**src/hw/psv_pkg.sv**
```systemverilog
// Package: constants and field layouts of the supervisor bank
package psv_pkg;
    // ----------------------------------------
    // Clock and timing
    // ----------------------------------------
    localparam int unsigned CLK_MHZ        = 10;
    localparam int unsigned SS_T0_US       = 300;
    localparam int unsigned SS_T1_MS       = 10;
    localparam int unsigned SS_T2_MS       = 20;
    localparam int unsigned SS_T3_MS       = 40;
    localparam int unsigned RT_SLOW_UNIT_S = 1;
    localparam int unsigned RT_FAST_UNIT_US = 128;
    localparam int unsigned US_PER_MS      = 1000;
    localparam int unsigned US_PER_S       = 1000000;
    localparam int unsigned SS_T0_CYC      = SS_T0_US * CLK_MHZ;
    localparam int unsigned RT_FAST_CYC    = RT_FAST_UNIT_US * CLK_MHZ;
    localparam int unsigned RAMP_STEPS     = 256;
    localparam int unsigned TMR_W          = 32;

    // ----------------------------------------
    // Register map (command codes) and shadow EEPROM locations
    // ----------------------------------------
    localparam logic [7:0]  REG_MON4      = 8'h0F;
    localparam logic [7:0]  REG_SS_LOCK   = 8'h10;
    localparam logic [7:0]  REG_FAULT     = 8'h11;
    localparam logic [7:0]  REG_RESTART   = 8'h12;
    localparam logic [15:0] EE_BASE       = 16'h8100;
    localparam logic [7:0]  CFG_RESET_VAL = 8'h00;
    localparam logic [7:0]  RD_UNMAPPED   = 8'h00;

    // ----------------------------------------
    // Monitor-four modes
    // ----------------------------------------
    typedef enum logic [2:0] {
        M4_DCOK_A = 3'h0,
        M4_DCOK_B = 3'h1,
        M4_POS_OV = 3'h2,
        M4_POS_UV = 3'h3,
        M4_NEG_OV = 3'h4,
        M4_NEG_UV = 3'h5,
        M4_FLAG   = 3'h6,
        M4_FLAG_N = 3'h7
    } psv_m4_mode_t;

    // ----------------------------------------
    // Field layouts
    // ----------------------------------------
    typedef struct packed {
        psv_m4_mode_t mode;
        logic [4:0]   spare;
    } psv_mon4_t;

    typedef struct packed {
        logic [3:0] spare;
        logic [1:0] rise;
        logic       addr_bit;
        logic       lock;
    } psv_ss_t;

    typedef struct packed {
        logic       oc_mask;
        logic       pen_pol;
        logic       fault_pol;
        logic [1:0] spare;
        logic       fast_rt;
        logic       gnd_dis;
        logic       latch;
    } psv_flt_t;

    typedef struct packed {
        logic       restart;
        logic       micro_ac_good_output;
        logic       micro_ac_sense;
        logic [1:0] rt_sel;
        logic       ac_mode;
        logic       micro_pson;
        logic       clamp88;
    } psv_rst_t;

    // Synchronised pin bundle
    typedef struct packed {
        logic overcurrent;
        logic ground_ok;
        logic ov_fault;
        logic uv_fault;
        logic on_request;
        logic mains_present;
        logic ac_sense_one;
        logic ac_sense_alt;
        logic m4_above_1v15;
        logic m4_above_1v25;
        logic m4_above_1v35;
    } psv_pins_t;

    localparam int unsigned PIN_W = $bits(psv_pins_t);

    // Power-up load sequencer
    typedef enum logic [2:0] {
        LD_MON4  = 3'h0,
        LD_SS    = 3'h1,
        LD_FAULT = 3'h3,
        LD_RST   = 3'h2,
        LD_RUN   = 3'h6
    } psv_ld_state_t;
endpackage : psv_pkg

```
**src/hw/psv_config_regs.sv**
```systemverilog
// Supervisor configuration register bank with the logic its fields steer
`timescale 1ns/10ps
module psv_config_regs
    import psv_pkg::*;
#(
    parameter int unsigned SS_T1_CYC  = SS_T1_MS * US_PER_MS * CLK_MHZ,
    parameter int unsigned SS_T2_CYC  = SS_T2_MS * US_PER_MS * CLK_MHZ,
    parameter int unsigned SS_T3_CYC  = SS_T3_MS * US_PER_MS * CLK_MHZ,
    parameter int unsigned RT_SLOW_CYC = RT_SLOW_UNIT_S * US_PER_S * CLK_MHZ
)
(
    // Clock and reset
    input  wire logic       i_sys_clk,
    input  wire logic       i_reset_n,
    // SMBus register port
    input  wire logic       i_smb_wr,
    input  wire logic       i_smb_rd,
    input  wire logic [7:0] i_smb_cmd,
    input  wire logic [7:0] i_smb_wdata,
    output logic [7:0]      o_smb_rdata,
    output logic            o_smb_ack,
    output logic            o_smb_nack,
    // Shadow EEPROM load port
    input  wire logic       i_test_download,
    output logic            o_ee_rd_req,
    output logic [15:0]     o_ee_rd_addr,
    input  wire logic       i_ee_rd_valid,
    input  wire logic [7:0] i_ee_rd_data,
    output logic            o_cfg_loaded,
    // Pins from outside
    input  wire psv_pins_t  i_pins,
    input  wire logic       i_dc_good_internal,
    // Host support inputs
    input  wire logic       i_host_mains_gate,
    input  wire logic       i_host_ac_sense,
    input  wire logic       i_host_on_request,
    // Monitor-four shared pin and indications
    output logic            o_mon4_pin_o,
    output logic            o_mon4_pin_oe,
    output logic            o_mon4_flag,
    output logic            o_mon4_ov,
    output logic            o_mon4_uv,
    // Supply control outputs
    output logic            o_power_enable_output,
    output logic            o_fault_indicator_output,
    output logic            o_oc_status,
    output logic            o_mains_status_output,
    output logic            o_ac_good_output,
    output logic            o_share_clamp_88,
    output logic [7:0]      o_ref_level,
    output logic            o_softstart_done
);
    // ------------------------------------------------------------------
    // Input synchronisers
    // ------------------------------------------------------------------
    logic [PIN_W-1:0] meta_q;
    logic [PIN_W-1:0] sync_q;
    psv_pins_t        pin;

    for (genvar g = 0; g < PIN_W; g++) begin : g_sync
        always_ff @(posedge i_sys_clk) begin
            if (!i_reset_n) begin
                meta_q[g] <= 1'b0;
                sync_q[g] <= 1'b0;
            end else begin
                meta_q[g] <= i_pins[g];
                sync_q[g] <= meta_q[g];
            end
        end
    end
    assign pin = psv_pins_t'(sync_q);

    // ------------------------------------------------------------------
    // Registers and power-up load
    // ------------------------------------------------------------------
    psv_mon4_t     mon4_q;
    psv_ss_t       ss_q;
    psv_flt_t      flt_q;
    psv_rst_t      rst_q;
    psv_ld_state_t ld_q;
    logic [7:0]    ld_cmd;
    logic          running;
    logic          mapped;
    logic          wr_ok;

    always_comb begin
        case (ld_q)
            LD_MON4:  ld_cmd = REG_MON4;
            LD_SS:    ld_cmd = REG_SS_LOCK;
            LD_FAULT: ld_cmd = REG_FAULT;
            default:  ld_cmd = REG_RESTART;
        endcase
    end

    assign running      = (ld_q == LD_RUN);
    assign o_cfg_loaded = running;
    assign o_ee_rd_req  = !running;
    assign o_ee_rd_addr = EE_BASE | {8'h00, ld_cmd};

    always_ff @(posedge i_sys_clk) begin
        if (!i_reset_n) begin
            ld_q <= LD_MON4;
        end else begin
            case (ld_q)
                LD_MON4:  if (i_ee_rd_valid) ld_q <= LD_SS;
                LD_SS:    if (i_ee_rd_valid) ld_q <= LD_FAULT;
                LD_FAULT: if (i_ee_rd_valid) ld_q <= LD_RST;
                LD_RST:   if (i_ee_rd_valid) ld_q <= LD_RUN;
                default:  if (i_test_download) ld_q <= LD_MON4;
            endcase
        end
    end

    assign mapped = (i_smb_cmd == REG_MON4) || (i_smb_cmd == REG_SS_LOCK)
                 || (i_smb_cmd == REG_FAULT) || (i_smb_cmd == REG_RESTART);
    assign wr_ok  = running && i_smb_wr && mapped && !ss_q.lock;

    always_ff @(posedge i_sys_clk) begin
        if (!i_reset_n) begin
            mon4_q <= psv_mon4_t'(CFG_RESET_VAL);
            ss_q   <= psv_ss_t'(CFG_RESET_VAL);
            flt_q  <= psv_flt_t'(CFG_RESET_VAL);
            rst_q  <= psv_rst_t'(CFG_RESET_VAL);
        end else if (!running && i_ee_rd_valid) begin
            case (ld_q)
                LD_MON4:  mon4_q <= psv_mon4_t'(i_ee_rd_data);
                LD_SS:    ss_q   <= psv_ss_t'(i_ee_rd_data);
                LD_FAULT: flt_q  <= psv_flt_t'(i_ee_rd_data);
                default:  rst_q  <= psv_rst_t'(i_ee_rd_data);
            endcase
        end else if (wr_ok) begin
            if (i_smb_cmd == REG_MON4) begin
                mon4_q <= psv_mon4_t'(i_smb_wdata);
            end else if (i_smb_cmd == REG_SS_LOCK) begin
                ss_q <= psv_ss_t'(i_smb_wdata);
            end else if (i_smb_cmd == REG_FAULT) begin
                flt_q <= psv_flt_t'(i_smb_wdata);
            end else begin
                rst_q <= psv_rst_t'(i_smb_wdata);
            end
        end
    end

    // ------------------------------------------------------------------
    // SMBus answers
    // ------------------------------------------------------------------
    always_ff @(posedge i_sys_clk) begin
        if (!i_reset_n) begin
            o_smb_rdata <= RD_UNMAPPED;
            o_smb_ack   <= 1'b0;
            o_smb_nack  <= 1'b0;
        end else begin
            o_smb_ack  <= wr_ok || (running && i_smb_rd && mapped);
            o_smb_nack <= (i_smb_wr || i_smb_rd) && !(wr_ok || (running && i_smb_rd && mapped));
            if (i_smb_rd) begin
                if (i_smb_cmd == REG_MON4) begin
                    o_smb_rdata <= mon4_q;
                end else if (i_smb_cmd == REG_SS_LOCK) begin
                    o_smb_rdata <= ss_q;
                end else if (i_smb_cmd == REG_FAULT) begin
                    o_smb_rdata <= flt_q;
                end else if (i_smb_cmd == REG_RESTART) begin
                    o_smb_rdata <= rst_q;
                end else begin
                    o_smb_rdata <= RD_UNMAPPED;
                end
            end
        end
    end

    // ------------------------------------------------------------------
    // Monitor four
    // ------------------------------------------------------------------
    logic m4_hi_q;
    logic m4_set;
    logic m4_clr;
    logic m4_hi_band;

    // Codes 011/100 use the 1.25/1.35 V pair, the others 1.15/1.25 V
    assign m4_hi_band = (mon4_q.mode == M4_POS_UV) || (mon4_q.mode == M4_NEG_OV);
    assign m4_set     = m4_hi_band ? pin.m4_above_1v35 : pin.m4_above_1v25;
    assign m4_clr     = m4_hi_band ? !pin.m4_above_1v25 : !pin.m4_above_1v15;

    always_ff @(posedge i_sys_clk) begin
        if (!i_reset_n) begin
            m4_hi_q <= 1'b0;
        end else if (m4_set) begin
            m4_hi_q <= 1'b1;
        end else if (m4_clr) begin
            m4_hi_q <= 1'b0;
        end
    end

    always_ff @(posedge i_sys_clk) begin
        if (!i_reset_n) begin
            o_mon4_flag <= 1'b0;
            o_mon4_ov   <= 1'b0;
            o_mon4_uv   <= 1'b0;
        end else begin
            o_mon4_flag <= 1'b0;
            o_mon4_ov   <= 1'b0;
            o_mon4_uv   <= 1'b0;
            case (mon4_q.mode)
                M4_POS_OV: begin
                    o_mon4_flag <= m4_hi_q;
                    o_mon4_ov   <= m4_hi_q;
                end
                M4_POS_UV: begin
                    o_mon4_flag <= m4_hi_q;
                    o_mon4_uv   <= !m4_hi_q;
                end
                M4_NEG_OV: begin
                    o_mon4_flag <= m4_hi_q;
                    o_mon4_ov   <= !m4_hi_q;
                end
                M4_NEG_UV: begin
                    o_mon4_flag <= m4_hi_q;
                    o_mon4_uv   <= m4_hi_q;
                end
                M4_FLAG:   o_mon4_flag <= m4_hi_q;
                default:   o_mon4_flag <= 1'b0;
            endcase
        end
    end

    assign o_mon4_pin_oe = (mon4_q.mode == M4_DCOK_A) || (mon4_q.mode == M4_DCOK_B);

    always_ff @(posedge i_sys_clk) begin
        if (!i_reset_n) begin
            o_mon4_pin_o <= 1'b0;
        end else begin
            o_mon4_pin_o <= o_mon4_pin_oe && i_dc_good_internal;
        end
    end

    // ------------------------------------------------------------------
    // Overcurrent ride-through
    // ------------------------------------------------------------------
    logic [TMR_W-1:0] rt_period;
    logic [TMR_W-1:0] rt_mult;
    logic             rt_hit;
    logic             oc_fault_q;

    assign rt_mult   = TMR_W'(rst_q.rt_sel) + TMR_W'(1);
    assign rt_period = flt_q.fast_rt ? TMR_W'(RT_FAST_CYC) * rt_mult
                                     : TMR_W'(RT_SLOW_CYC) * rt_mult;

    psv_timer u_rt_timer (
        .i_sys_clk (i_sys_clk),
        .i_reset_n (i_reset_n),
        .i_run     (pin.overcurrent && !oc_fault_q),
        .i_period  (rt_period),
        .o_hit     (rt_hit)
    );

    always_ff @(posedge i_sys_clk) begin
        if (!i_reset_n) begin
            oc_fault_q <= 1'b0;
        end else if (!pin.overcurrent) begin
            oc_fault_q <= 1'b0;
        end else if (rt_hit) begin
            oc_fault_q <= 1'b1;
        end
    end

    assign o_oc_status = pin.overcurrent;

    // ------------------------------------------------------------------
    // Fault sources, fault indicator and supply restart
    // ------------------------------------------------------------------
    logic oc_eff;
    logic gnd_fault;
    logic fault_now;
    logic fault_latch_q;
    logic off_latch_q;
    logic on_req;
    logic on_req_q;
    logic mains_ok;
    logic supply_on;
    logic supply_on_q;

    assign oc_eff    = oc_fault_q && !flt_q.oc_mask;
    assign gnd_fault = !pin.ground_ok && !flt_q.gnd_dis;
    assign fault_now = oc_eff || gnd_fault || pin.ov_fault || pin.uv_fault;
    assign on_req    = rst_q.micro_pson ? i_host_on_request : pin.on_request;
    assign mains_ok  = pin.mains_present;

    always_ff @(posedge i_sys_clk) begin
        if (!i_reset_n) begin
            fault_latch_q <= 1'b0;
        end else if (fault_now) begin
            fault_latch_q <= 1'b1;
        end else if (!flt_q.latch || (on_req_q && !on_req)) begin
            fault_latch_q <= 1'b0;
        end
    end

    always_ff @(posedge i_sys_clk) begin
        if (!i_reset_n) begin
            on_req_q <= 1'b0;
        end else begin
            on_req_q <= on_req;
        end
    end

    // Latch off on uv/oc; set wins
    always_ff @(posedge i_sys_clk) begin
        if (!i_reset_n) begin
            off_latch_q <= 1'b0;
        end else if (!rst_q.restart && (oc_eff || pin.uv_fault)) begin
            off_latch_q <= 1'b1;
        end else if (!on_req || !mains_ok) begin
            off_latch_q <= 1'b0;
        end
    end

    assign supply_on = on_req && mains_ok && !fault_now && !off_latch_q;

    always_ff @(posedge i_sys_clk) begin
        if (!i_reset_n) begin
            supply_on_q              <= 1'b0;
            o_power_enable_output    <= 1'b0;
            o_fault_indicator_output <= 1'b0;
        end else begin
            supply_on_q              <= supply_on;
            o_power_enable_output    <= supply_on ~^ flt_q.pen_pol;
            o_fault_indicator_output <= (flt_q.latch ? fault_latch_q : fault_now)
                                        ~^ flt_q.fault_pol;
        end
    end

    // ------------------------------------------------------------------
    // Mains status, ac-good and share clamp
    // ------------------------------------------------------------------
    always_ff @(posedge i_sys_clk) begin
        if (!i_reset_n) begin
            o_mains_status_output <= 1'b0;
            o_ac_good_output      <= 1'b0;
            o_share_clamp_88      <= 1'b0;
        end else begin
            o_mains_status_output <= mains_ok && (!rst_q.micro_ac_good_output || i_host_mains_gate);
            if (rst_q.micro_ac_sense) begin
                o_ac_good_output <= i_host_ac_sense;
            end else begin
                o_ac_good_output <= rst_q.ac_mode ? pin.ac_sense_alt : pin.ac_sense_one;
            end
            o_share_clamp_88 <= rst_q.clamp88;
        end
    end

    // ------------------------------------------------------------------
    // Soft-start ramp
    // ------------------------------------------------------------------
    logic [TMR_W-1:0] ss_step;
    logic             ss_hit;

    always_comb begin
        case (ss_q.rise)
            2'b00:   ss_step = TMR_W'(SS_T0_CYC / RAMP_STEPS);
            2'b01:   ss_step = TMR_W'(SS_T1_CYC / RAMP_STEPS);
            2'b10:   ss_step = TMR_W'(SS_T2_CYC / RAMP_STEPS);
            default: ss_step = TMR_W'(SS_T3_CYC / RAMP_STEPS);
        endcase
    end

    psv_timer u_ss_timer (
        .i_sys_clk (i_sys_clk),
        .i_reset_n (i_reset_n),
        .i_run     (supply_on_q && !o_softstart_done),
        .i_period  (ss_step),
        .o_hit     (ss_hit)
    );

    always_ff @(posedge i_sys_clk) begin
        if (!i_reset_n) begin
            o_ref_level      <= 8'h00;
            o_softstart_done <= 1'b0;
        end else if (!supply_on_q) begin
            o_ref_level      <= 8'h00;
            o_softstart_done <= 1'b0;
        end else if (ss_hit) begin
            o_ref_level      <= o_ref_level + 8'h01;
            o_softstart_done <= (o_ref_level == 8'hFE);
        end
    end
endmodule : psv_config_regs

```
**src/hw/psv_timer.sv**
```systemverilog
// Cycle timer: counts while enabled and pulses on each completed period
`timescale 1ns/10ps
module psv_timer
    import psv_pkg::*;
(
    // Clock and reset
    input  wire logic             i_sys_clk,
    input  wire logic             i_reset_n,
    // Control
    input  wire logic             i_run,
    input  wire logic [TMR_W-1:0] i_period,
    // Status
    output logic                  o_hit
);
    // ----------------------------------------
    // Counter
    // ----------------------------------------
    logic [TMR_W-1:0] cnt_q;
    logic [TMR_W-1:0] last;

    assign last  = (i_period == '0) ? '0 : i_period - TMR_W'(1);
    assign o_hit = i_run && (cnt_q >= last);

    always_ff @(posedge i_sys_clk) begin
        if (!i_reset_n) begin
            cnt_q <= '0;
        end else if (!i_run || o_hit) begin
            cnt_q <= '0;
        end else begin
            cnt_q <= cnt_q + TMR_W'(1);
        end
    end
endmodule : psv_timer

```
**config.mk**
```make
export PLATFORM = sky130hd
export DESIGN_NAME = psv_config_regs
export DESIGN_NICKNAME = d
export VERILOG_FILES = /design/src/hw/psv_pkg.sv /design/src/hw/psv_config_regs.sv /design/src/hw/psv_timer.sv
export SDC_FILE = /design/constraint.sdc
export NUM_CORES = 1
export LEC_CHECK = 0
export BUFFER_PORTS_ARGS = -buffer_cell sky130_fd_sc_hd__buf_2
export CORE_ASPECT_RATIO = 1.75
export CORE_MARGIN = 4
export CORE_UTILIZATION = 58
export DETAILED_ROUTE_END_ITERATION = 10
export PLACE_DENSITY = 0.8
export SLEW_MARGIN = 10
export SYNTH_ARGS = -nofsm -noshare
export SYNTH_HDL_FRONTEND = slang
export SYNTH_SLANG_ARGS = --single-unit
export TNS_END_PERCENT = 30
```
**constraint.sdc**
```tcl
create_clock -name i_sys_clk -period 5.3 [get_ports i_sys_clk]
set_input_delay 1.325 -clock i_sys_clk [delete_from_list [all_inputs] [get_ports i_sys_clk]]
set_output_delay 1.325 -clock i_sys_clk [all_outputs]
set_load 0.02 [all_outputs]
```
## Yosys cells after proc, flatten, opt, wreduce, memory -nomap -nowiden

Index checks and enable logic that the tools add are counted.

- Register bits after elaboration: 155
- Output and inout bits: 48
- Word-level logic and storage cells: 237

- Add/sub/neg operators: 6
- Multipliers: 2
- Order comparisons: 2
- Equal/unequal tests: 28
- Mux-type cells: 50
- Bitwise logic cells: 3
- Reductions and logical operators: 81

Operators with widths:

| operator | count |
|---|---|
| two-way mux 8 bit | 25 |
| adder 32 x 1 -> 32 bit, second input constant | 2 |
| greater-or-equal comparator 32 bit | 2 |
| zero test 32 bit | 2 |
| two-way mux 32 bit | 2 |
| case mux 11 bit (3 select lines) | 1 |
| subtractor 27 x 1 -> 28 bit, second input constant | 1 |
| two-way mux 27 bit | 1 |
| == test 8 x 5 -> 1 bit, second input constant | 3 |
| logical AND 1 bit | 20 |
| zero test 1 bit | 20 |
| multiplier 17 x 3 -> 20 bit, first input constant | 1 |
| logical OR 1 bit | 16 |
| inequality test 2 bit, second input constant | 8 |
| two-way mux 3 bit | 5 |
| case mux 5 bit (3 select lines) | 1 |
| AND reduction 5 bit | 3 |
| nonzero test 2 bit | 7 |
| == test 3 x 2 -> 1 bit, second input constant | 4 |
| == test 3 bit, second input constant | 4 |
| two-way mux 1 bit | 12 |
| case mux 3 bit (4 select lines) | 1 |
| subtractor 11 x 1 -> 12 bit, second input constant | 1 |
| adder 8 x 1 -> 8 bit, second input constant | 1 |
| other kinds (20) | 29 |

## Longest topological paths before layout

Gate-level depths: netlist of run 1.

- Depth in word-level cells: 9
- Depth in mapped cells: 18
- Mapped depth without buffers: 15

## Cells and area by module

Synthesis of run 1 repeated with hierarchy kept, for this count alone.

- Cells, all modules: 1205
- Area total of the unflattened synthesis: 10083.4 sq um

By module, submodules not included:

| module | times used | cells an instance | area each (sq um) |
|---|---|---|---|
| psv_config_regs | 1 | 469 | 4317.9 |
| psv_timer at u_ss_timer | 1 | 362 | 2892.8 |
| psv_timer at u_rt_timer | 1 | 374 | 2872.8 |

## Worst setup path after synthesis of run 1

No wires, ideal clock.

- Path type: reg-to-reg
- Start point: reg rst_q[3] (netlist bit)
- End point: reg u_rt_timer.cnt_q[13]
- Arrival: 4.070 ns
- Required time: 5.230 ns
- Setup slack: 1.160 ns
- Stages on the path, launching flop included: 19
- Buffers on the path: 3
- Clock period less this slack: 4.140 ns
- Cell sequence: dfxtp_1 -> clkbuf_1 -> inv_1 -> ha_1 -> clkbuf_1 -> xnor2_1 -> ha_1 -> o2111ai_1 -> a21oi_1 -> nor4_1 -> o21ai_0 -> ha_1 -> a21oi_1 -> nand2_1 -> a221oi_1 -> o2111ai_1 -> a21o_1 -> buf_2 -> a21oi_1

- Word-level cells in the longest chain between the ends: 9

RTL lines:

| element | RTL line | source |
|---|---|---|
| start, declared | psv_config_regs.sv:79 | `psv_rst_t rst_q;` |
| start signal, assigned | psv_config_regs.sv:123 | `rst_q <= psv_rst_t'(CFG_RESET_VAL);` |
| start signal, assigned | psv_config_regs.sv:129 | `default: rst_q <= psv_rst_t'(i_ee_rd_data);` |
| start signal, assigned | psv_config_regs.sv:139 | `rst_q <= psv_rst_t'(i_smb_wdata);` |
| adder 2 x 1 -> 3 bit * | psv_config_regs.sv:244 | `assign rt_mult = TMR_W'(rst_q.rt_sel) + TMR_W'(1);` |
| multiplier 17 x 3 -> 20 bit or multiplier 3 x 3 -> 6 bit (tied branches) | psv_config_regs.sv:246, psv_config_regs.sv:245 |  |
| two-way mux 27 bit * | psv_config_regs.sv:245 | `assign rt_period = flt_q.fast_rt ? TMR_W'(RT_FAST_CYC) * rt_mult` |
| subtractor 27 x 1 -> 28 bit or zero test 32 bit (tied branches) | psv_timer.sv:21 | `assign last = (i_period == '0) ? '0 : i_period - TMR_W'(1);` |
| two-way mux 32 bit * | psv_timer.sv:21 |  |
| greater-or-equal comparator 32 bit * | psv_timer.sv:22 | `assign o_hit = i_run && (cnt_q >= last);` |
| logical AND 1 bit * | psv_timer.sv:22 |  |
| logical OR 1 bit * | psv_timer.sv:27 | `end else if (!i_run \|\| o_hit) begin` |
| OR reduction 2 bit (no source line) * | -- |  |
| end signal, assigned | psv_timer.sv:30 | `cnt_q <= cnt_q + TMR_W'(1);` |
| end, declared | psv_timer.sv:18 | `logic [TMR_W-1:0] cnt_q;` |

Mark *: on every way between the ends. The rest lies on a longest branch, timed or not.
A chain may end at the register's enable or synchronous reset.

## Worst setup path after layout of run 1

- Start point: reg rst_q[3] (netlist bit)
- End point: reg u_rt_timer.cnt_q[15]

The elaborated chain is that of the path after synthesis.

==> results of run 1 <==
-- stage by stage --
stage / power [mW] / utilization [%] / instances
floorplan: 1.40 / - / 886
global placement: 1.46 / 63.3 / 1101
detailed placement: 1.46 / 63.3 / 1101
CTS: 2.65 / 68.0 / 1133
global route: 2.73 / 68.0 / 1133
finish: 2.63 / 68.0 / 1133
-- worst max-delay path, cell delays in order (launching register included) --
cell and delay (ns):
dfxtp_1 0.58, inv_1 0.24, ha_1 0.56, xnor2_1 0.14, ha_1 0.25, o2111ai_1 0.17
a21oi_1 0.11, nor4_1 0.31, buf_4 0.19, o21ai_0 0.11, ha_1 0.30, nand2_1 0.06
nor4_1 0.38, inv_1 0.10, o2111ai_1 0.25, a21o_1 0.21, buf_4 0.31, nor2_1 0.08
-- report_power, final --
part / total, mW / leakage, nW / internal (mW) / switching (mW)
clock network: 1.19 / 0.288 / 0.635 / 0.557
registers: 1.22 / 1.27 / 1.20 / 0.0239
logic: 0.221 / 2.10 / 0.0855 / 0.135
-- state kept, by name, summed over array words and instances, names as in the netlist, 3 cells and up --
name              cells
u_ss_timer.cnt_q     32
mon4_q                8
rst_q                 8
pin                   9
o_smb_rdata           8
o_ref_level           8
meta_q               11
flt_q                 8
ld_q                  3
u_rt_timer.cnt_q     32
ss_q                  8
-- final timing paths --
check | to | slack [ns] | startpoint | cells past startpoint
setup reg to reg | u_rt_timer.cnt_q[15] | 0.81 | rst_q[3] | 17
hold / removal | pin[1] | 0.43 | meta_q[1] | 1
hold reg to reg | pin[1] | 0.43 | meta_q[1] | 1
setup / recovery | u_rt_timer.cnt_q[15] | 0.81 | rst_q[3] | 17
-- logic make-up after synthesis --
| family | share of synthesized area (%) |
|---|---|
| AND/OR/NAND/NOR | 22.4 |
| flip-flops | 40.8 |
| AO/OA/AOI/OAI | 12.5 |
| buffers and inverters | 4.48 |
| adder cells (fa/ha/maj) | 9.71 |
| XOR/XNOR | 5.30 |
| multiplexers | 4.74 |
| other | 0.0988 |
-- routing by layer --
layer	vias to the layer above	global-route usage (%)	share of wire [%]
li1	3132	-	-
met1	2931	25.4	37
met2	177	44.1	55
met3	48	4.16	3.9
met4	0	11.6	3.9
met5	-	0	0
-- final cells by class --
cell class / count / area (um2) / share of cell area (%)
clock buffer: 17 / 425 / 4.86
clock inverter: 15 / 170 / 1.95
inverter: 31 / 116 / 1.33
multi-input combinational: 659 / 4280 / 49.0
sequential: 155 / 3100 / 35.5
tap: 171 / 214 / 2.45
timing repair buffer: 85 / 435 / 4.98
-- placed cells by master, fill, tap and decap left out, types with 7 or more instances in the layout --
cell,count
nor4_1,9
nand2b_1,7
nand4_1,18
buf_2,81
dfxtp_1,155
clkbuf_16,17
nand2_1,80
o211ai_1,9
a21oi_1,36
nor2b_1,11
nand3_1,39
o21ai_0,42
and2_1,28
inv_1,30
conb_1,34
mux2_2,8
a22oi_1,8
nor2_1,94
xnor2_1,20
and4_1,9
ha_1,59
xor2_1,26
nor3_1,10
mux2i_1,27
==> metrics, run 1 <==
worst slew pin tran=0.722 ns; Root Driver=clkbuf_16; Slew headroom=51.6%; H-tree levels=4; Final HPWL DP=12900 um; PD cells=301 nW/um2; Std-Cell Rows=55; antenna violations before repair=0; Clock Sinks=155; vias in the first global route=6134; DRC Markers=0; Placement Setup Slack=0.891 ns; crit path time final=4.49 ns; Post-layout nets=1053; unrepaired setup endpoints after global routing=false; final worst slack=0.805 ns; Die Area=15100 um2; largest net degree at the start of global routing=59; dominant cell type by area after synthesis=dfxtp_1; crit end category=flop; Bufs on Longest Clock Path=2; DRT Pass-1 Iters=5; Synth top area share=40.8%; initial drt markers=407; synthesized area=7600 um2; max cap viols=0; DR vias=6288; synth cell count leaders=dfxtp_1, nor2_1, nand2_1; Num CTS Buffers=17; area delta synth->final=15.0%; worst-case vdd ir drop=241 uV; die span in y=159 um; Finished Cell Area=8750 um2; per-cell routed wire length=15.5 um; core area=12900 um2; final hold slack=0.430 ns; placed cell areas=8150 um2; Synthesis Warnings=0; Gate Count Post-Synth=854; Hold WC Path Type=reg2reg; GPL Wtd Cong=0.909; EDFF count, synth=0; first-pass GRT wire length=29000 um; die width=94.6 um; Seq/Total Area, Yosys=40.8%; Seq cells post-synth=155; count leader, synth=dfxtp_1; Leak=3.65 nW; Crit path arrival time=4.80 ns; final WL=17500 um; All-Layer GR Usage=23.9%; Initial Util=59.1%; Final TNS setup=0 ns; CP Class=reg2reg; final antenna-violating net count=0; async set-reset flop share out of synthesis=0%; Setup Fix Bufs, Post-CTS=0; Mean Syn Cell Area=8.90 um2; worst-skew pair later-pin latency=0.42 ns; Hold Buf Count CTS=0; FILL cells=1033; Worst Skew=0.0160 ns; total grt overflow=0; Synth Flop Type=dfxtp_1; # diodes=0; CP Launch Type=flop; max-slew violation count=0; Synth cell types=65; CTS tree=yes; Resized Gates After CTS=0; Max FO, Critical Path=26; # IOs=93; Critical Path RT=5.61 ns; layout cell share with drive strength beyond 1=15.8%; fin crit share=84.8%; Clk pin slew, worst setup/hold paths=0.07 ns; outcome=complete, no violations; Fmax=222 MHz; Fin. Hold Viols=0; number of I/O port buffers=81; Setup violations, final=0; Area contributors post-synth=dfxtp_1, ha_1, nor2_1; Via density=5.55
Power figures use the tool's default switching activity.
==> inputs of run 2 (changes only) <==
Settings changed: CORE_UTILIZATION 58 to 53, PLACE_DENSITY 0.8 to 0.77.
Clock period 5.3 ns to 4.1 ns, I/O delays scaled along.
==> metrics, run 2 (synthesized netlist as in run 1, its figures left out) <==
outcome=complete, no violations (unchanged); commonest non-fill, non-tap cells in the layout=dfxtp_1, nor2_1, buf_2, nand2_1, ha_1 (unchanged); max-slew violation count=0 (unchanged); Worst Skew=0.0110 ns (was 0.0160 ns); Critical Path Max Stage Delay=0.44 ns (was 0.58 ns); All-Layer GR Usage=21.1% (was 23.9%); Post-layout nets=1057 (was 1053); Leak=3.69 nW (was 3.65 nW); placed cell areas=8200 um2 (was 8150 um2); Comb power frac=8.7% (was 8.4%); switching part of the total=27.5% (was 27.2%); Root Driver=clkbuf_16 (unchanged); crit end category=flop (unchanged); FILL cells=1210 (was 1033); antenna violations before repair=0 (unchanged); # IOs=93 (unchanged); Hold WC Path Type=reg2reg (unchanged); Design Power=3.43 mW (was 2.63 mW); GPL Wtd Cong=0.861 (was 0.909); final antenna-violating net count=0 (unchanged); largest registers=u_rt_timer.cnt_q x32, u_ss_timer.cnt_q x32, meta_q x11 (unchanged); area delta synth->final=16.0% (was 15.0%); Setup violations, final=0 (unchanged); Final HPWL DP=12500 um (was 12900 um); total grt overflow=0 (unchanged); Fmax=262 MHz (was 222 MHz); worst-case vdd ir drop=298 uV (was 241 uV); sequential power share=45.9% (was 46.4%); H-tree levels=4 (unchanged); Slew headroom=47.1% (was 51.6%); switching pwr=944 uW (was 716 uW); worst slew pin tran=0.789 ns (was 0.722 ns); die span in y=166 um (was 159 um); placed insts=1110 (was 1101); number of I/O port buffers=81 (unchanged); first-pass GRT wire length=28700 um (was 29000 um); Non-Filler Instances=1143 (was 1133); vias in the first global route=6186 (was 6134); DRC Markers=0 (unchanged); Critical-path top delay cell=nor4_4 (was dfxtp_1); Pint=2.49 mW (was 1.92 mW); critical path's most frequent cell=ha_1 (unchanged); leading cell type in the layout, fill and taps excluded=dfxtp_1 (unchanged); layout cell share with drive strength beyond 1=16.4% (was 15.8%); CTS tree=yes (unchanged); Final TNS setup=0 ns (unchanged); Initial Util=54.4% (was 59.1%); Bufs on Longest Clock Path=2 (unchanged); max cap viols=0 (unchanged); CP Class=reg2reg (unchanged); Fin. Hold Viols=0 (unchanged); Std-Cell Rows=57 (was 55); DRT Pass-1 Iters=7 (was 5); Hold Buf Count CTS=0 (unchanged); final WL=17200 um (was 17500 um); largest net degree at the start of global routing=61 (was 59); crit path cell chain=inv_1 > ha_1 > xnor2_1 > ha_1 > o2111ai_1 > a21oi_1 > nor4_4 > buf_4 > o21ai_0 > ha_1 > nand2_1 > nor4_1 > inv_1 > o2111ai_1 > a21o_1 > buf_12 > nor2_1 (was inv_1 > ha_1 > xnor2_1 > ha_1 > o2111ai_1 > a21oi_1 > nor4_1 > buf_4 > o21ai_0 > ha_1 > nand2_1 > nor4_1 > inv_1 > o2111ai_1 > a21o_1 > buf_4 > nor2_1); Placement Setup Slack=0.234 ns (was 0.891 ns); final worst slack=0.283 ns (was 0.805 ns); Crit path arrival time=4.13 ns (was 4.80 ns); DR vias=6247 (was 6288); crit path time final=3.82 ns (was 4.49 ns); per-cell routed wire length=15.0 um (was 15.5 um); core area=14000 um2 (was 12900 um2); Finished Cell Area=8820 um2 (was 8750 um2); Via density=5.47 (was 5.55); die width=98.6 um (was 94.6 um); CP Launch Type=flop (unchanged); Max FO, Critical Path=31 (was 26); Die Area=16400 um2 (was 15100 um2); Critical Path RT=4.41 ns (was 5.61 ns); fin crit share=93.1% (was 84.8%); worst-skew pair later-pin latency=0.43 ns (was 0.42 ns); Clock power frac=45.5% (was 45.2%); PD cells=389 nW/um2 (was 301 nW/um2); Clock Sinks=155 (unchanged); Num CTS Buffers=17 (unchanged); # diodes=0 (unchanged); initial drt markers=236 (was 407); Clk pin slew, worst setup/hold paths=0.07 ns (about the same)
==> run 2: cell count changes in the layout (fill, tap and decap cells not counted), sizes merged <==
cell	previous run	this run
clkinvlp	1	0
clkinv	7	8
buf	85	89
==> run 2: stage by stage <==
stage          util (%)  hold WS [ns]
2_1_floorplan         -         0.412
3_3_place_gp       58.7         0.415
3_5_place_dp       58.7         0.417
4_1_cts            62.9         0.434
5_1_grt            63.1         0.448
6_report           63.1         0.435
==> run 2: repair_timing <==
action | 4_1_cts | 5_1_grt
buffers inserted | 0 | 1
endpoints found under the setup margin | 0 | 31
gates resized for setup | 0 | 2
==> run 2: power groups by stage <==
stage | combinational [mW] | clock [mW] | sequential, mW
after detailed placement | 0.291 | 0 | 1.61
final | 0.298 | 1.56 | 1.57
after global placement | 0.285 | 0 | 1.61
after CTS | 0.294 | 1.59 | 1.57
after global routing | 0.332 | 1.66 | 1.58
after floorplan | 0.206 | 0 | 1.61
==> run 2: critical path, delay by kind of cell, from the launching register on <==
kind	cells	cell delay (ns)
AO/OA/AOI/OAI	5	0.77
XOR/XNOR	1	0.16
adder cells (fa/ha/maj)	3	0.88
buffers and inverters	4	0.56
flip-flops	1	0.33
AND/OR/NAND/NOR	4	1.01
==> run 2: final timing paths <==
check	startpoint	end	slack, ns	depth (start not counted)
worst max-delay path	rst_q[3]	u_rt_timer.cnt_q[16]	0.28	17
worst min register to register	meta_q[7]	pin[7]	0.44	1
worst max register to register	rst_q[3]	u_rt_timer.cnt_q[16]	0.28	17
worst min-delay path	meta_q[7]	pin[7]	0.44	1
==> run 2: layout make-up <==
type | instances | area, um2 | area share (%)
inverters | 31 | 116 | 1.32
repair buffers | 89 | 478 | 5.42
multi-input cells | 659 | 4300 | 48.8
clock buffers | 17 | 425 | 4.82
clock inverters | 15 | 174 | 1.97
flip-flops and latches | 155 | 3100 | 35.2
well taps | 177 | 221 | 2.51
==> run 2: routing by layer <==
layer | wire [um] | part of all wire [%] | GRT usage, % | up-vias
met5 | 0 | 0 | 0 | -
met4 | 589 | 3.4 | 9.33 | 0
met3 | 752 | 4.4 | 4.40 | 39
met2 | 9250 | 54 | 39.1 | 150
met1 | 6590 | 38 | 22.7 | 2925
li1 | - | - | - | 3133
==> inputs of run 3 (changes only) <==
Settings changed: CORE_MARGIN 4 to not set, RECOVER_POWER set to 100.
==> metrics, run 3 (synthesized netlist as in run 1, its figures left out) <==
outcome=finished, violations left (was complete, no violations); failing checks=capacitance limit, slew limit; Hold WC Path Type=reg2reg (unchanged); worst-skew pair later-pin latency=0.43 ns (about the same); final worst slack=0.323 ns (was 0.283 ns); Via density=5.52 (was 5.47); FILL cells=1269 (was 1210); Final TNS setup=0 ns (unchanged); Slew headroom=-40.9% (was 47.1%); Clock Sinks=155 (unchanged); fin crit share=92.1% (was 93.1%); placed insts=1111 (was 1110); core area=14000 um2 (unchanged); final antenna-violating net count=0 (unchanged); worst-case vdd ir drop=261 uV (was 298 uV); Placement Setup Slack=0.196 ns (was 0.234 ns); Bufs on Longest Clock Path=2 (unchanged); die span in y=160 um (was 166 um); worst slew pin tran=2.11 ns (was 0.789 ns); Hold Buf Count CTS=0 (unchanged); layout cell share with drive strength beyond 1=11.6% (was 16.4%); Initial Util=54.4% (unchanged); total grt overflow=0 (unchanged); Final HPWL DP=12200 um (was 12500 um); Crit path arrival time=4.08 ns (was 4.13 ns); Non-Filler Instances=1144 (was 1143); Die Area=14900 um2 (was 16400 um2); fin util=62.5% (was 63.1%); Num CTS Buffers=17 (unchanged); # diodes=0 (unchanged); DR vias=6318 (was 6247); crit path time final=3.78 ns (was 3.82 ns); GPL Wtd Cong=0.870 (was 0.861); Fmax=265 MHz (was 262 MHz); area delta synth->final=14.8% (was 16.0%); largest net degree at the start of global routing=58 (was 61); number of I/O port buffers=81 (unchanged); antenna violations before repair=0 (unchanged); final WL=16900 um (was 17200 um); DRT Pass-1 Iters=5 (was 7); Clk pin slew, worst setup/hold paths=0.07 ns (about the same); Worst Skew=0.0126 ns (was 0.0110 ns); # IOs=93 (unchanged); Std-Cell Rows=57 (unchanged); H-tree levels=4 (unchanged); commonest non-fill, non-tap cells in the layout=dfxtp_1, nor2_1, nand2_1, ha_1, o21ai_0 (was dfxtp_1, nor2_1, buf_2, nand2_1, ha_1); initial drt markers=329 (was 236); CP Launch Type=flop (unchanged); largest registers=u_rt_timer.cnt_q x32, u_ss_timer.cnt_q x32, meta_q x11 (unchanged); Leak=3.52 nW (was 3.69 nW); crit end category=flop (unchanged); per-cell routed wire length=14.8 um (was 15.0 um); CP Class=reg2reg (unchanged); Post-layout nets=1058 (was 1057); CTS tree=yes (unchanged); first-pass GRT wire length=28300 um (was 28700 um); DRC Markers=0 (unchanged); die width=92.6 um (was 98.6 um); PD cells=391 nW/um2 (was 389 nW/um2); Root Driver=clkbuf_16 (unchanged); max cap viols=3 (was 0); vias in the first global route=6135 (was 6186); All-Layer GR Usage=23.7% (was 21.1%); Max FO, Critical Path=31 (unchanged); Setup violations, final=0 (unchanged); Critical Path RT=4.40 ns (was 4.41 ns); leading cell type in the layout, fill and taps excluded=dfxtp_1 (unchanged); Fin. Hold Viols=0 (unchanged); max-slew violation count=102 (was 0)
## run 3: changes by cell type in the layout (fill, tap and decap cells not counted), moves of 9 or more
cell	change
clkbuf_1	+42
buf_2	-40
and2_0	+9
and2_1	-9
## run 3: worst paths after layout
kind	cells after the start	slack (ns)	to	startpoint
worst max register to register	17	0.32	u_rt_timer.cnt_q[4]	rst_q[3]
worst min register to register	1	0.43	pin[0]	meta_q[0]
worst min-delay path	1	0.43	pin[0]	meta_q[0]
worst max-delay path	17	0.32	u_rt_timer.cnt_q[4]	rst_q[3]
## run 3: stage by stage
stage | area [um2] | power (mW) | hold slack (ns)
2_1_floorplan | 7730 | 1.81 | 0.412
3_3_place_gp | 8190 | 1.89 | 0.413
3_5_place_dp | 8190 | 1.90 | 0.418
4_1_cts | 8790 | 3.44 | 0.435
5_1_grt | 8730 | 3.55 | 0.445
6_report | 8730 | 3.42 | 0.432
## run 3: routing by layer
layer | global-route usage [%] | wire [um] | vias to the layer above
met3 | 4.40 | 486 | 48
met1 | 25.7 | 6830 | 2982
met4 | 13.1 | 669 | 0
met2 | 42.6 | 8890 | 138
met5 | 0 | 0 | -
li1 | - | - | 3150
## run 3: critical path: stages (launching register included)
cell	delay, ns
dfxtp_1	0.34
inv_2	0.08
ha_1	0.32
xnor2_1	0.21
ha_1	0.31
nor2_1	0.12
a21oi_1	0.10
nor4_4	0.40
buf_4	0.18
o21ai_0	0.09
ha_1	0.30
nand2_1	0.08
nor4_2	0.35
inv_1	0.08
o2111ai_1	0.20
a21o_1	0.11
buf_4	0.29
nor2_1	0.09
## run 3: repair_timing
action,in CTS,in global routing
buffers inserted,0,1
endpoints found under the setup margin,0,32
resized for setup,0,5
## run 3: final cells by class
type	instances	area, um2	area share [%]
timing repair buffer	90	415	4.76
clock buffer	17	425	4.87
tap	177	221	2.54
clock inverter	15	174	1.99
sequential	155	3100	35.5
inverter	31	116	1.33
multi-input combinational	659	4280	49.0
## run 3: where the power goes
group	switching [mW]	leakage, nW	internal [mW]
sequential	0.0266	1.27	1.55
combinational	0.180	1.96	0.111
clock	0.730	0.287	0.823
